`config.mk`:
```
export PLATFORM = sky130hd
export DESIGN_NAME = external_pin_interrupt_unit
export DESIGN_NICKNAME = d
export VERILOG_FILES = /design/src/pin_irq_pkg.sv /design/src/external_pin_interrupt_unit.sv
export SDC_FILE = /design/constraint.sdc
export NUM_CORES = 1
export LEC_CHECK = 0
export BUFFER_PORTS_ARGS = -buffer_cell sky130_fd_sc_hd__buf_2
export CAP_MARGIN = 20
export CORE_ASPECT_RATIO = 1.2
export CORE_MARGIN = 4
export CORE_UTILIZATION = 56
export CTS_CLUSTER_DIAMETER = 200
export DETAILED_ROUTE_END_ITERATION = 10
export GPL_ROUTABILITY_DRIVEN = 0
export PLACE_DENSITY = 0.82
export SLEW_MARGIN = 30
export SYNTH_ARGS = -nofsm -noshare
export SYNTH_HDL_FRONTEND = slang
export SYNTH_SLANG_ARGS = --single-unit
export TNS_END_PERCENT = 1
```
`constraint.sdc`:
```
create_clock -name i_clk -period 3.6 [get_ports i_clk]
set_input_delay 0.18 -clock i_clk [delete_from_list [all_inputs] [get_ports i_clk]]
set_output_delay 0.18 -clock i_clk [all_outputs]
set_load 0.01 [all_outputs]
```
`src/pin_irq_pkg.sv`:
```
/*
  Shared constants and types for the external pin interrupt unit.
  Assumes a core that reaches registers by byte address in its data space.
*/
package pin_irq_pkg;

  // Data-space offsets of the registers, as byte addresses.
  localparam logic [7:0] OFS_PC_FLAGS = 8'h3b;
  localparam logic [7:0] OFS_EXT_FLAGS = 8'h3c;
  localparam logic [7:0] OFS_EXT_MASK = 8'h3d;
  localparam logic [7:0] OFS_GRP_ENABLE = 8'h68;
  localparam logic [7:0] OFS_SENSE_CTRL = 8'h69;
  localparam logic [7:0] OFS_PC_MASK0 = 8'h6b;
  localparam logic [7:0] OFS_PC_MASK1 = 8'h6c;
  localparam logic [7:0] OFS_PC_MASK2 = 8'h6d;
  localparam logic [7:0] OFS_PC_MASK3 = 8'h73;

  // I/O instructions see the low range shifted down by this amount.
  localparam logic [7:0] IO_SPACE_SHIFT = 8'h20;
  // First address above the I/O instruction range.
  localparam logic [7:0] IO_SPACE_LIMIT = 8'h40;

  // Sense field positions inside the sense control register.
  localparam int SENSE_ONE_LSB = 2;
  localparam int SENSE_ZERO_LSB = 0;

  // Pin group boundaries on the pin-change input vector.
  localparam int GRP0_LSB = 0;
  localparam int GRP1_LSB = 8;
  localparam int GRP2_LSB = 16;
  localparam int GRP3_LSB = 24;
  localparam int NUM_PC_PINS = 28;
  localparam int NUM_GROUPS = 4;

  // Reset value common to every register.
  localparam logic [7:0] REG_RESET = 8'h00;

  // Trigger selections of one sense field.
  typedef enum logic [1:0] {
    SENSE_LOW_LEVEL = 2'h0,
    SENSE_ANY_CHANGE = 2'h1,
    SENSE_FALLING = 2'h2,
    SENSE_RISING = 2'h3
  } sense_mode_t;

  // One register access from the core.
  typedef struct packed {
    logic [7:0] addr;
    logic io_space;
    logic wr;
    logic rd;
    logic [7:0] wdata;
  } bus_req_t;

endpackage : pin_irq_pkg

```
`src/external_pin_interrupt_unit.sv`:
```
/*
  External pin interrupt unit: two dedicated pins with selectable sense,
  four pin-change groups, and the byte registers that control them.
  Assumes pins and bus requests are synchronous to i_clk, and that the
  core presents the global interrupt enable and a one-cycle acknowledge
  per source when it enters that source's vector.
*/
`timescale 1ns/100ps
`default_nettype none

// Contract
// - Sense field: low, change, fall, rise
// - Pin one sense bits 3:2, zero 1:0
// - Sample pin with clock before detection
// - Pulses over one clock always detected
// - Request needs mask bit and global enable
// - Pin activity counts even as output
// - Each dedicated pin has own vector
// - Edge or change sets pin flag
// - Vector entry clears pin flag
// - Writing one clears flag, zero ignored
// - Flag reads zero in low-level mode
// - Group enables gate four pin groups
// - Per-pin masks select contributing pins
// - Each group has own vector request
// - Low registers answer I/O address minus 0x20
// - Extended registers reachable by data space only
// - Group change sets flag, W1C or ack
// - Change and level detection need no edges; here both work on clock-sampled pins
// - Level request held while pin low
module external_pin_interrupt_unit
  import pin_irq_pkg::*;
(
  input wire logic i_clk,
  input wire logic i_rst,
  input wire bus_req_t i_bus,
  input wire logic [1:0] i_ext_irq_pin,
  input wire logic [NUM_PC_PINS-1:0] i_pin_change_input,
  input wire logic i_global_ie,
  input wire logic [1:0] i_ext_ack,
  input wire logic [NUM_GROUPS-1:0] i_grp_ack,
  output logic [7:0] o_rdata,
  output logic [1:0] o_ext_req,
  output logic [NUM_GROUPS-1:0] o_grp_req
);

  // Sampled pins and their previous samples.
  logic [1:0] ext_pin_reg, ext_pin_next;
  logic [1:0] ext_prev_reg, ext_prev_next;
  logic [NUM_PC_PINS-1:0] pc_pin_reg, pc_pin_next;
  logic [NUM_PC_PINS-1:0] pc_prev_reg, pc_prev_next;

  // Software-visible registers.
  logic [7:0] sense_ctrl_reg, sense_ctrl_next;
  logic [1:0] ext_mask_reg, ext_mask_next;
  logic [1:0] ext_flags_reg, ext_flags_next;
  logic [3:0] grp_enable_reg, grp_enable_next;
  logic [3:0] pc_flags_reg, pc_flags_next;
  logic [7:0] pc_mask0_reg, pc_mask0_next;
  logic [6:0] pc_mask1_reg, pc_mask1_next;
  logic [7:0] pc_mask2_reg, pc_mask2_next;
  logic [3:0] pc_mask3_reg, pc_mask3_next;

  // Output registers.
  logic [7:0] rdata_reg, rdata_next;
  logic [1:0] ext_req_reg, ext_req_next;
  logic [3:0] grp_req_reg, grp_req_next;

  // Decoded data-space address and detection terms.
  logic [7:0] eff_addr;
  logic addr_ok;
  logic [1:0] sense_mode [2];
  logic [1:0] ext_event;
  logic [1:0] ext_level;
  logic [NUM_PC_PINS-1:0] pc_change;
  logic [NUM_PC_PINS-1:0] pc_pin_mask;
  logic [3:0] grp_event;
  logic wr_ext_flags, wr_pc_flags;

  // Input sampling: pins pass one register before any detection.
  // The previous sample resets low, so a pin that idles high shows one
  // false rising edge after reset; the sense fields reset to low level,
  // which holds the flags clear, so that edge latches only if a sense field is written at the first clock edge after reset.
  always_comb begin
    ext_pin_next = i_ext_irq_pin;
    ext_prev_next = ext_pin_reg;
    pc_pin_next = i_pin_change_input;
    pc_prev_next = pc_pin_reg;
  end

  // Address translation: I/O instructions reach only the low range.
  // An I/O address at or above the window is refused: writes are dropped
  // and reads return zero, which keeps the extended registers data-space only.
  always_comb begin
    if (i_bus.io_space) begin
      eff_addr = i_bus.addr + IO_SPACE_SHIFT;
      addr_ok = (i_bus.addr < IO_SPACE_LIMIT);
    end else begin
      eff_addr = i_bus.addr;
      addr_ok = 1'b1;
    end
  end

  // Event detection on the sampled pins.
  // Edge and change terms compare two consecutive samples, so a pulse must
  // be held across at least one rising clock edge to be seen.
  always_comb begin
    sense_mode[0] = sense_ctrl_reg[SENSE_ZERO_LSB +: 2];
    sense_mode[1] = sense_ctrl_reg[SENSE_ONE_LSB +: 2];
    for (int i = 0; i < 2; i++) begin
      // Low level is seen directly from the sampled pin.
      ext_level[i] = ~ext_pin_reg[i];
      unique case (sense_mode_t'(sense_mode[i]))
        SENSE_LOW_LEVEL: begin
          ext_event[i] = 1'b0;
        end
        SENSE_ANY_CHANGE: begin
          ext_event[i] = ext_pin_reg[i] ^ ext_prev_reg[i];
        end
        SENSE_FALLING: begin
          ext_event[i] = ext_prev_reg[i] & ~ext_pin_reg[i];
        end
        SENSE_RISING: begin
          ext_event[i] = ~ext_prev_reg[i] & ext_pin_reg[i];
        end
      endcase
    end
    pc_pin_mask = '0;
    pc_pin_mask[GRP0_LSB +: 8] = pc_mask0_reg;
    pc_pin_mask[GRP1_LSB +: 7] = pc_mask1_reg;
    pc_pin_mask[GRP2_LSB +: 8] = pc_mask2_reg;
    pc_pin_mask[GRP3_LSB +: 4] = pc_mask3_reg;
    pc_change = (pc_pin_reg ^ pc_prev_reg) & pc_pin_mask;
    grp_event[0] = |pc_change[GRP0_LSB +: 8];
    grp_event[1] = |pc_change[GRP1_LSB +: 7];
    grp_event[2] = |pc_change[GRP2_LSB +: 8];
    grp_event[3] = |pc_change[GRP3_LSB +: 4];
  end

  // Register writes, flag updates and read data.
  // Unused register bits are dropped on write and read back as zero.
  always_comb begin
    sense_ctrl_next = sense_ctrl_reg;
    ext_mask_next = ext_mask_reg;
    grp_enable_next = grp_enable_reg;
    pc_mask0_next = pc_mask0_reg;
    pc_mask1_next = pc_mask1_reg;
    pc_mask2_next = pc_mask2_reg;
    pc_mask3_next = pc_mask3_reg;
    wr_ext_flags = 1'b0;
    wr_pc_flags = 1'b0;
    rdata_next = rdata_reg;
    // Plain read/write registers.
    if (i_bus.wr && addr_ok) begin
      unique case (eff_addr)
        OFS_SENSE_CTRL: sense_ctrl_next = {4'h0, i_bus.wdata[3:0]};
        OFS_EXT_MASK: ext_mask_next = i_bus.wdata[1:0];
        OFS_GRP_ENABLE: grp_enable_next = i_bus.wdata[3:0];
        OFS_PC_MASK0: pc_mask0_next = i_bus.wdata;
        OFS_PC_MASK1: pc_mask1_next = i_bus.wdata[6:0];
        OFS_PC_MASK2: pc_mask2_next = i_bus.wdata;
        OFS_PC_MASK3: pc_mask3_next = i_bus.wdata[3:0];
        OFS_EXT_FLAGS: wr_ext_flags = 1'b1;
        OFS_PC_FLAGS: wr_pc_flags = 1'b1;
        default: begin
          // Unmapped writes are ignored.
        end
      endcase
    end
    // Dedicated pin flags: set beats every clear in the same cycle.
    for (int i = 0; i < 2; i++) begin
      ext_flags_next[i] = ext_flags_reg[i];
      if (wr_ext_flags && i_bus.wdata[i]) begin
        ext_flags_next[i] = 1'b0;
      end
      if (i_ext_ack[i]) begin
        ext_flags_next[i] = 1'b0;
      end
      if (ext_event[i]) begin
        ext_flags_next[i] = 1'b1;
      end
      if (sense_mode[i] == SENSE_LOW_LEVEL) begin
        ext_flags_next[i] = 1'b0;
      end
    end
    // Group flags follow the same priority.
    for (int g = 0; g < NUM_GROUPS; g++) begin
      pc_flags_next[g] = pc_flags_reg[g];
      if ((wr_pc_flags && i_bus.wdata[g]) || i_grp_ack[g]) begin
        pc_flags_next[g] = 1'b0;
      end
      if (grp_event[g]) begin
        pc_flags_next[g] = 1'b1;
      end
    end
    // Reads return the register one cycle later; unmapped reads zero.
    if (i_bus.rd) begin
      rdata_next = REG_RESET;
      if (addr_ok) begin
        unique case (eff_addr)
          OFS_SENSE_CTRL: rdata_next = sense_ctrl_reg;
          OFS_EXT_MASK: rdata_next = {6'h00, ext_mask_reg};
          OFS_EXT_FLAGS: rdata_next = {6'h00, ext_flags_reg};
          OFS_GRP_ENABLE: rdata_next = {4'h0, grp_enable_reg};
          OFS_PC_FLAGS: rdata_next = {4'h0, pc_flags_reg};
          OFS_PC_MASK0: rdata_next = pc_mask0_reg;
          OFS_PC_MASK1: rdata_next = {1'b0, pc_mask1_reg};
          OFS_PC_MASK2: rdata_next = pc_mask2_reg;
          OFS_PC_MASK3: rdata_next = {4'h0, pc_mask3_reg};
          default: rdata_next = REG_RESET;
        endcase
      end
    end
  end

  // Requests toward the core, one line per vector.
  // Level mode bypasses the flag: the request follows the sampled pin, so it
  // falls two cycles after the pin is released, with no latch left to clear.
  always_comb begin
    for (int i = 0; i < 2; i++) begin
      if (sense_mode[i] == SENSE_LOW_LEVEL) begin
        ext_req_next[i] = ext_mask_reg[i] & i_global_ie & ext_level[i];
      end else begin
        ext_req_next[i] = ext_mask_reg[i] & i_global_ie & ext_flags_reg[i];
      end
    end
    grp_req_next = grp_enable_reg & pc_flags_reg & {NUM_GROUPS{i_global_ie}};
  end

  // State registers; every one resets to zero.
  // Flags and requests clear at once on reset, so no stale request survives it.
  always_ff @(posedge i_clk or posedge i_rst) begin
    if (i_rst) begin
      ext_pin_reg <= 2'h0;
      ext_prev_reg <= 2'h0;
      pc_pin_reg <= '0;
      pc_prev_reg <= '0;
      sense_ctrl_reg <= REG_RESET;
      ext_mask_reg <= 2'h0;
      ext_flags_reg <= 2'h0;
      grp_enable_reg <= 4'h0;
      pc_flags_reg <= 4'h0;
      pc_mask0_reg <= 8'h00;
      pc_mask1_reg <= 7'h00;
      pc_mask2_reg <= 8'h00;
      pc_mask3_reg <= 4'h0;
      rdata_reg <= REG_RESET;
      ext_req_reg <= 2'h0;
      grp_req_reg <= 4'h0;
    end else begin
      ext_pin_reg <= ext_pin_next;
      ext_prev_reg <= ext_prev_next;
      pc_pin_reg <= pc_pin_next;
      pc_prev_reg <= pc_prev_next;
      sense_ctrl_reg <= sense_ctrl_next;
      ext_mask_reg <= ext_mask_next;
      ext_flags_reg <= ext_flags_next;
      grp_enable_reg <= grp_enable_next;
      pc_flags_reg <= pc_flags_next;
      pc_mask0_reg <= pc_mask0_next;
      pc_mask1_reg <= pc_mask1_next;
      pc_mask2_reg <= pc_mask2_next;
      pc_mask3_reg <= pc_mask3_next;
      rdata_reg <= rdata_next;
      ext_req_reg <= ext_req_next;
      grp_req_reg <= grp_req_next;
    end
  end

  // Outputs come straight from registers.
  // The core therefore sees clean levels that never glitch between edges.
  assign o_rdata = rdata_reg;
  assign o_ext_req = ext_req_reg;
  assign o_grp_req = grp_req_reg;

endmodule : external_pin_interrupt_unit

`default_nettype wire

```
* After elaboration in Yosys (flattened, before gate mapping)
Cells that the tools add are included.
Storage, ports and cells: register bits after elaboration 117, word-level logic and storage cells 115
Cells by class: add/subtract/negate cells 1, $lt $le $gt $ge 1, equality and inequality tests 15, mux-type cells 28, bitwise gates (word level) 20, reduce and logical (&&, ||, !) cells 30
Operators with widths (count):
- $pmux W8 S9 | 1
- $eq A8 B7 Y1 const B | 6
- $and A28 B28 Y28 | 1
- $xor A28 B28 Y28 | 1
- $eq A8 B6 Y1 const B | 3
- $mux W1 | 23
- $mux W8 | 2
- $reduce_or A8 Y1 | 2
- $reduce_and A2 Y1 | 7
- $and A1 B1 Y1 | 10
- $add A8 B6 Y8 const B | 1
- $and A4 B4 Y4 | 2
- $eq A2 B2 Y1 const B | 4
- $lt A8 B7 Y1 const B | 1
- $pmux W1 S4 | 2
- $reduce_bool A2 Y1 | 4
- $reduce_bool A4 Y1 | 2
- $logic_and A1 B1 Y1 | 7
- $reduce_or A7 Y1 | 1
- $eq A2 B1 Y1 const B | 2
- $logic_not A2 Y1 | 2
- $logic_or A1 B1 Y1 | 4
- $not A1 Y1 | 4
- $reduce_or A4 Y1 | 1
- $xor A1 B1 Y1 | 2

* Logic depth before layout (Yosys ltp)
word-level depth 10, depth in mapped cells 7

* Worst setup path before layout
OpenSTA, ideal clock, no wires.
kind input-to-reg, from in i_bus[16] in the netlist's numbering, to reg grp_enable_reg[0], arrival time 1701 ps, data required time 3475 ps, setup slack 1774 ps, stages 7, buffers on the path 1, cell sequence ha_1 > xor2_1 > o32ai_2 > and2_1 > buf_6 > nor3b_4 > mux2_4
On the way: cells in the longest elaborated chain, start to end 4, elaborated cells between the ends (all ways) 7, those cells by class 1 x add/sub; 1 x order compare; 1 x eq/ne; 2 x mux; 2 x reduce/logical
Ends and longest elaborated chain:
- from (decl) | RTL line external_pin_interrupt_unit.sv:36 | input wire bus_req_t i_bus,
- $add A8 B6 Y8 / $lt A8 B7 Y1 (equally long branches) | RTL line external_pin_interrupt_unit.sv:96, external_pin_interrupt_unit.sv:97
- $mux W8 / $mux W1 (equally long branches) | RTL line external_pin_interrupt_unit.sv:95 | if (i_bus.io_space) begin
- $eq A8 B7 Y1 / $logic_and A1 B1 Y1 (equally long branches) | RTL line external_pin_interrupt_unit.sv:155, external_pin_interrupt_unit.sv:154
- $reduce_and A2 Y1 (no line) *
- to (signal assigned) | RTL line external_pin_interrupt_unit.sv:258 | grp_enable_reg <= grp_enable_next;
- to (decl) | RTL line external_pin_interrupt_unit.sv:57 | logic [3:0] grp_enable_reg, grp_enable_next;
Mark *: on every way between the ends. The rest lies on a longest branch, timed or not. A chain may end at the register's enable or synchronous reset.

* Final worst setup path
from in i_bus[16] in the netlist's numbering, to reg grp_enable_reg[3]
Same word-level chain as after synthesis.

==> impl_metrics.tcl <==
set metrics [dict create \
    setup_tns_ns 0 \
    path_max_fanout 6 \
    numClockSinks 115 \
    status "completed" \
    routed_wirelength_mm 11.0 \
    final_util 0.753 \
    dieArea_um2 9850 \
    synth.ff_latch_count 115 \
    first_iter_violations 186 \
    synth_top_area_frac 0.618 \
    async_flop_share 1.00 \
    ys_top_cells_by_area "dfrtp_1, mux2_2, xor2_1" \
    start_kind "input port" \
    root_buffer "clkbuf_8" \
    wl_met1_mm 4.11 \
    finalCritPeriodShare 0.475 \
    syn_inst 339 \
    antenna_found_initial 0 \
    drc 0 \
    ios 72 \
    firstDrtPassIters 5 \
    detail-route-antenna-nets 0 \
    syn_area_um2 4660 \
    crit_family "simple AND/OR/NAND/NOR gates" \
    peakVddDrop_mv 0.505 \
    period_minus_slack_ns 1.71 \
    wl_met3_um 763 \
    synth_edf_count 0 \
    fp.dieW_um 91.3 \
    synthFlopType "dfrtp_1" \
    post_cts_resized 0 \
    slew_viol_final 0 \
    cts-buffers-inserted 17 \
    cts_tree "done" \
    rsz0062_at_grt "false" \
    grt_usage 0.242 \
    synth_common_cells "dfrtp_1, mux2_2, xor2_1, inv_1, nor2_1" \
    p_leak_nw 2.96 \
    critPathSlowestCell "nor3b_4" \
    routed.top_layer "met4" \
    die_h_um 108 \
    gr-total-overflow 0 \
    path_clk_slew_ns 0.06 \
    worstSetupPathType "input port to flip-flop" \
    worst_hold_path_type "input port to flip-flop" \
    worstSkewPairLatency_ns 0.52 \
    p_total_mw 3.34 \
    synth.avg_cell_area_um2 13.7 \
    yosysSeqAreaShare 0.618 \
    syn-num-nets 402 \
    num_rows 36 \
    cts_htree_levels 4 \
    post_drt_wl_per_cell_um 19.2 \
    fmax_ghz 0.585 \
    synth_top_area_cell "dfrtp_1" \
    io_buffers 70 \
    start_util 0.575 \
    worstPathCellList "buf_2, ha_1, xor2_1, o32ai_2, and2_1, nor3b_4, mux2_4" \
    post-dp-hpwl_mm 7.07 \
    grt_max_degree 51 \
    max-slew-margin-rel 0.604 \
    diodes 0 \
    fp.coreArea_um2 8110 \
    yosysMostFrequentCell "dfrtp_1" \
    wl_met2_mm 5.71 \
    num_vias 3334 \
    synth_cell_types 51 \
    synth_warnings 0 \
    fin_skew_ns 0.00812 \
    maxCapViolCount 0 \
    crit_buf_inv 1 \
    setup_viol 0 \
    worst_pin_slew_ns 0.595 \
    layout-drive-gt1-share 0.319 \
    grt_pass1_wl_mm 17.8 \
    area_delta_synth_final_pct 31.0 \
    holdWs_ns 0.0403 \
    crit_arrival_ns 2.12 \
    first_global_vias 3585 \
    required_ns 4.00 \
    finalHoldViolCount 0 \
    power.density_nw_per_um2 547 \
    cpPeakStageDelay_ns 0.38 \
    vias_per_cell 5.84 \
    worst_setup_path_end_kind "flip-flop" \
    final_nets 527 \
    clockBufferDepth 2 \
]
-- timing repair --
action,4_1_cts,5_1_grt
endpoints found under the hold margin,100,0
hold buffers,38,0
buffers inserted,0,0
-- final timing paths --
path	startpoint	to	slack, ns	cells past startpoint
setup / recovery	i_bus[16]	grp_enable_reg[3]	1.89	7
hold / removal	i_bus[3]	grp_enable_reg[3]	0.04	2
setup reg to reg	sense_ctrl_reg[1]	o_rdata[1]	2.11	4
hold reg to reg	pc_pin_reg[4]	pc_prev_reg[4]	0.39	0
max in group asynchronous	i_rst	pc_pin_reg[19]	2.39	4
min in group asynchronous	i_rst	ext_mask_reg[0]	0.30	3
-- cell usage in the layout (no fill, tap or decap), types with 3 or more instances in the layout --
master,Yosys,routed
mux2_2,35,35
o22ai_1,6,6
nand3_1,3,3
nor2_1,15,15
clkbuf_8,0,3
xor2_1,28,28
inv_1,15,14
a22oi_1,14,14
dfrtp_1,115,115
nor3_1,6,6
nand4_1,5,5
nand2b_1,3,3
dlygate4sd3_1,0,38
mux2i_1,12,12
or3b_2,3,3
mux2_4,4,4
clkbuf_16,0,16
buf_2,3,70
nand2_1,10,10
and3_1,4,4
ha_1,5,5
a211o_1,3,3
buf_4,0,3
bufinv_16,0,4
clkbuf_1,0,3
a21oi_1,7,7
-- worst register-to-register path: stages (launching register included) --
cell and delay, ns:
dfrtp_1 0.44, mux4_2 0.46, nor4b_1 0.16, o21ai_0 0.15, o311ai_0 0.15
-- power by group --
part | switching (mW) | leakage (nW) | internal, mW | total (mW)
logic | 0.113 | 1.20 | 0.111 | 0.224
registers | 0.0496 | 1.47 | 1.36 | 1.41
clock network | 0.556 | 0.291 | 1.15 | 1.71
-- metal layers --
layer / vias up / global-route usage
met2: 163 / 0.419
met1: 1660 / 0.263
met5: - / 0
met3: 34 / 0.0867
li1: 1477 / -
met4: 0 / 0.117
-- cell families (layout without fill, tap and decap cells) --
| logic type | count (synthesis) | count (layout) | share of synthesized area |
|---|---|---|---|
| flip-flops | 115 | 115 | 0.618 |
| AND/OR/NAND/NOR | 67 | 67 | 0.0832 |
| AO/OA/AOI/OAI | 52 | 52 | 0.0849 |
| multiplexers | 52 | 52 | 0.128 |
| XOR/XNOR | 28 | 28 | 0.0526 |
| buffers and inverters | 20 | 157 | 0.0201 |
| adder cells (fa/ha/maj) | 5 | 5 | 0.0134 |
-- stage by stage --
step | instance area (µm²) | setup WS [ns] | cells
4_1_cts | 6100 | 1.93 | 571
5_1_grt | 6100 | 1.82 | 571
3_5_place_dp | 5120 | 1.42 | 502
2_1_floorplan | 4660 | 0.376 | 339
3_3_place_gp | 5120 | 1.46 | 502
6_report | 6100 | 1.89 | 571
-- cell type report --
type | count | area (µm²)
clock inverters | 9 | 154
clock buffers | 22 | 453
fillers | 514 | 2000
repair buffers | 111 | 753
multi-input cells | 204 | 1690
inverters | 15 | 58.8
flip-flops and latches | 115 | 2880
well taps | 95 | 119
Power figures use the tool's default switching activity.
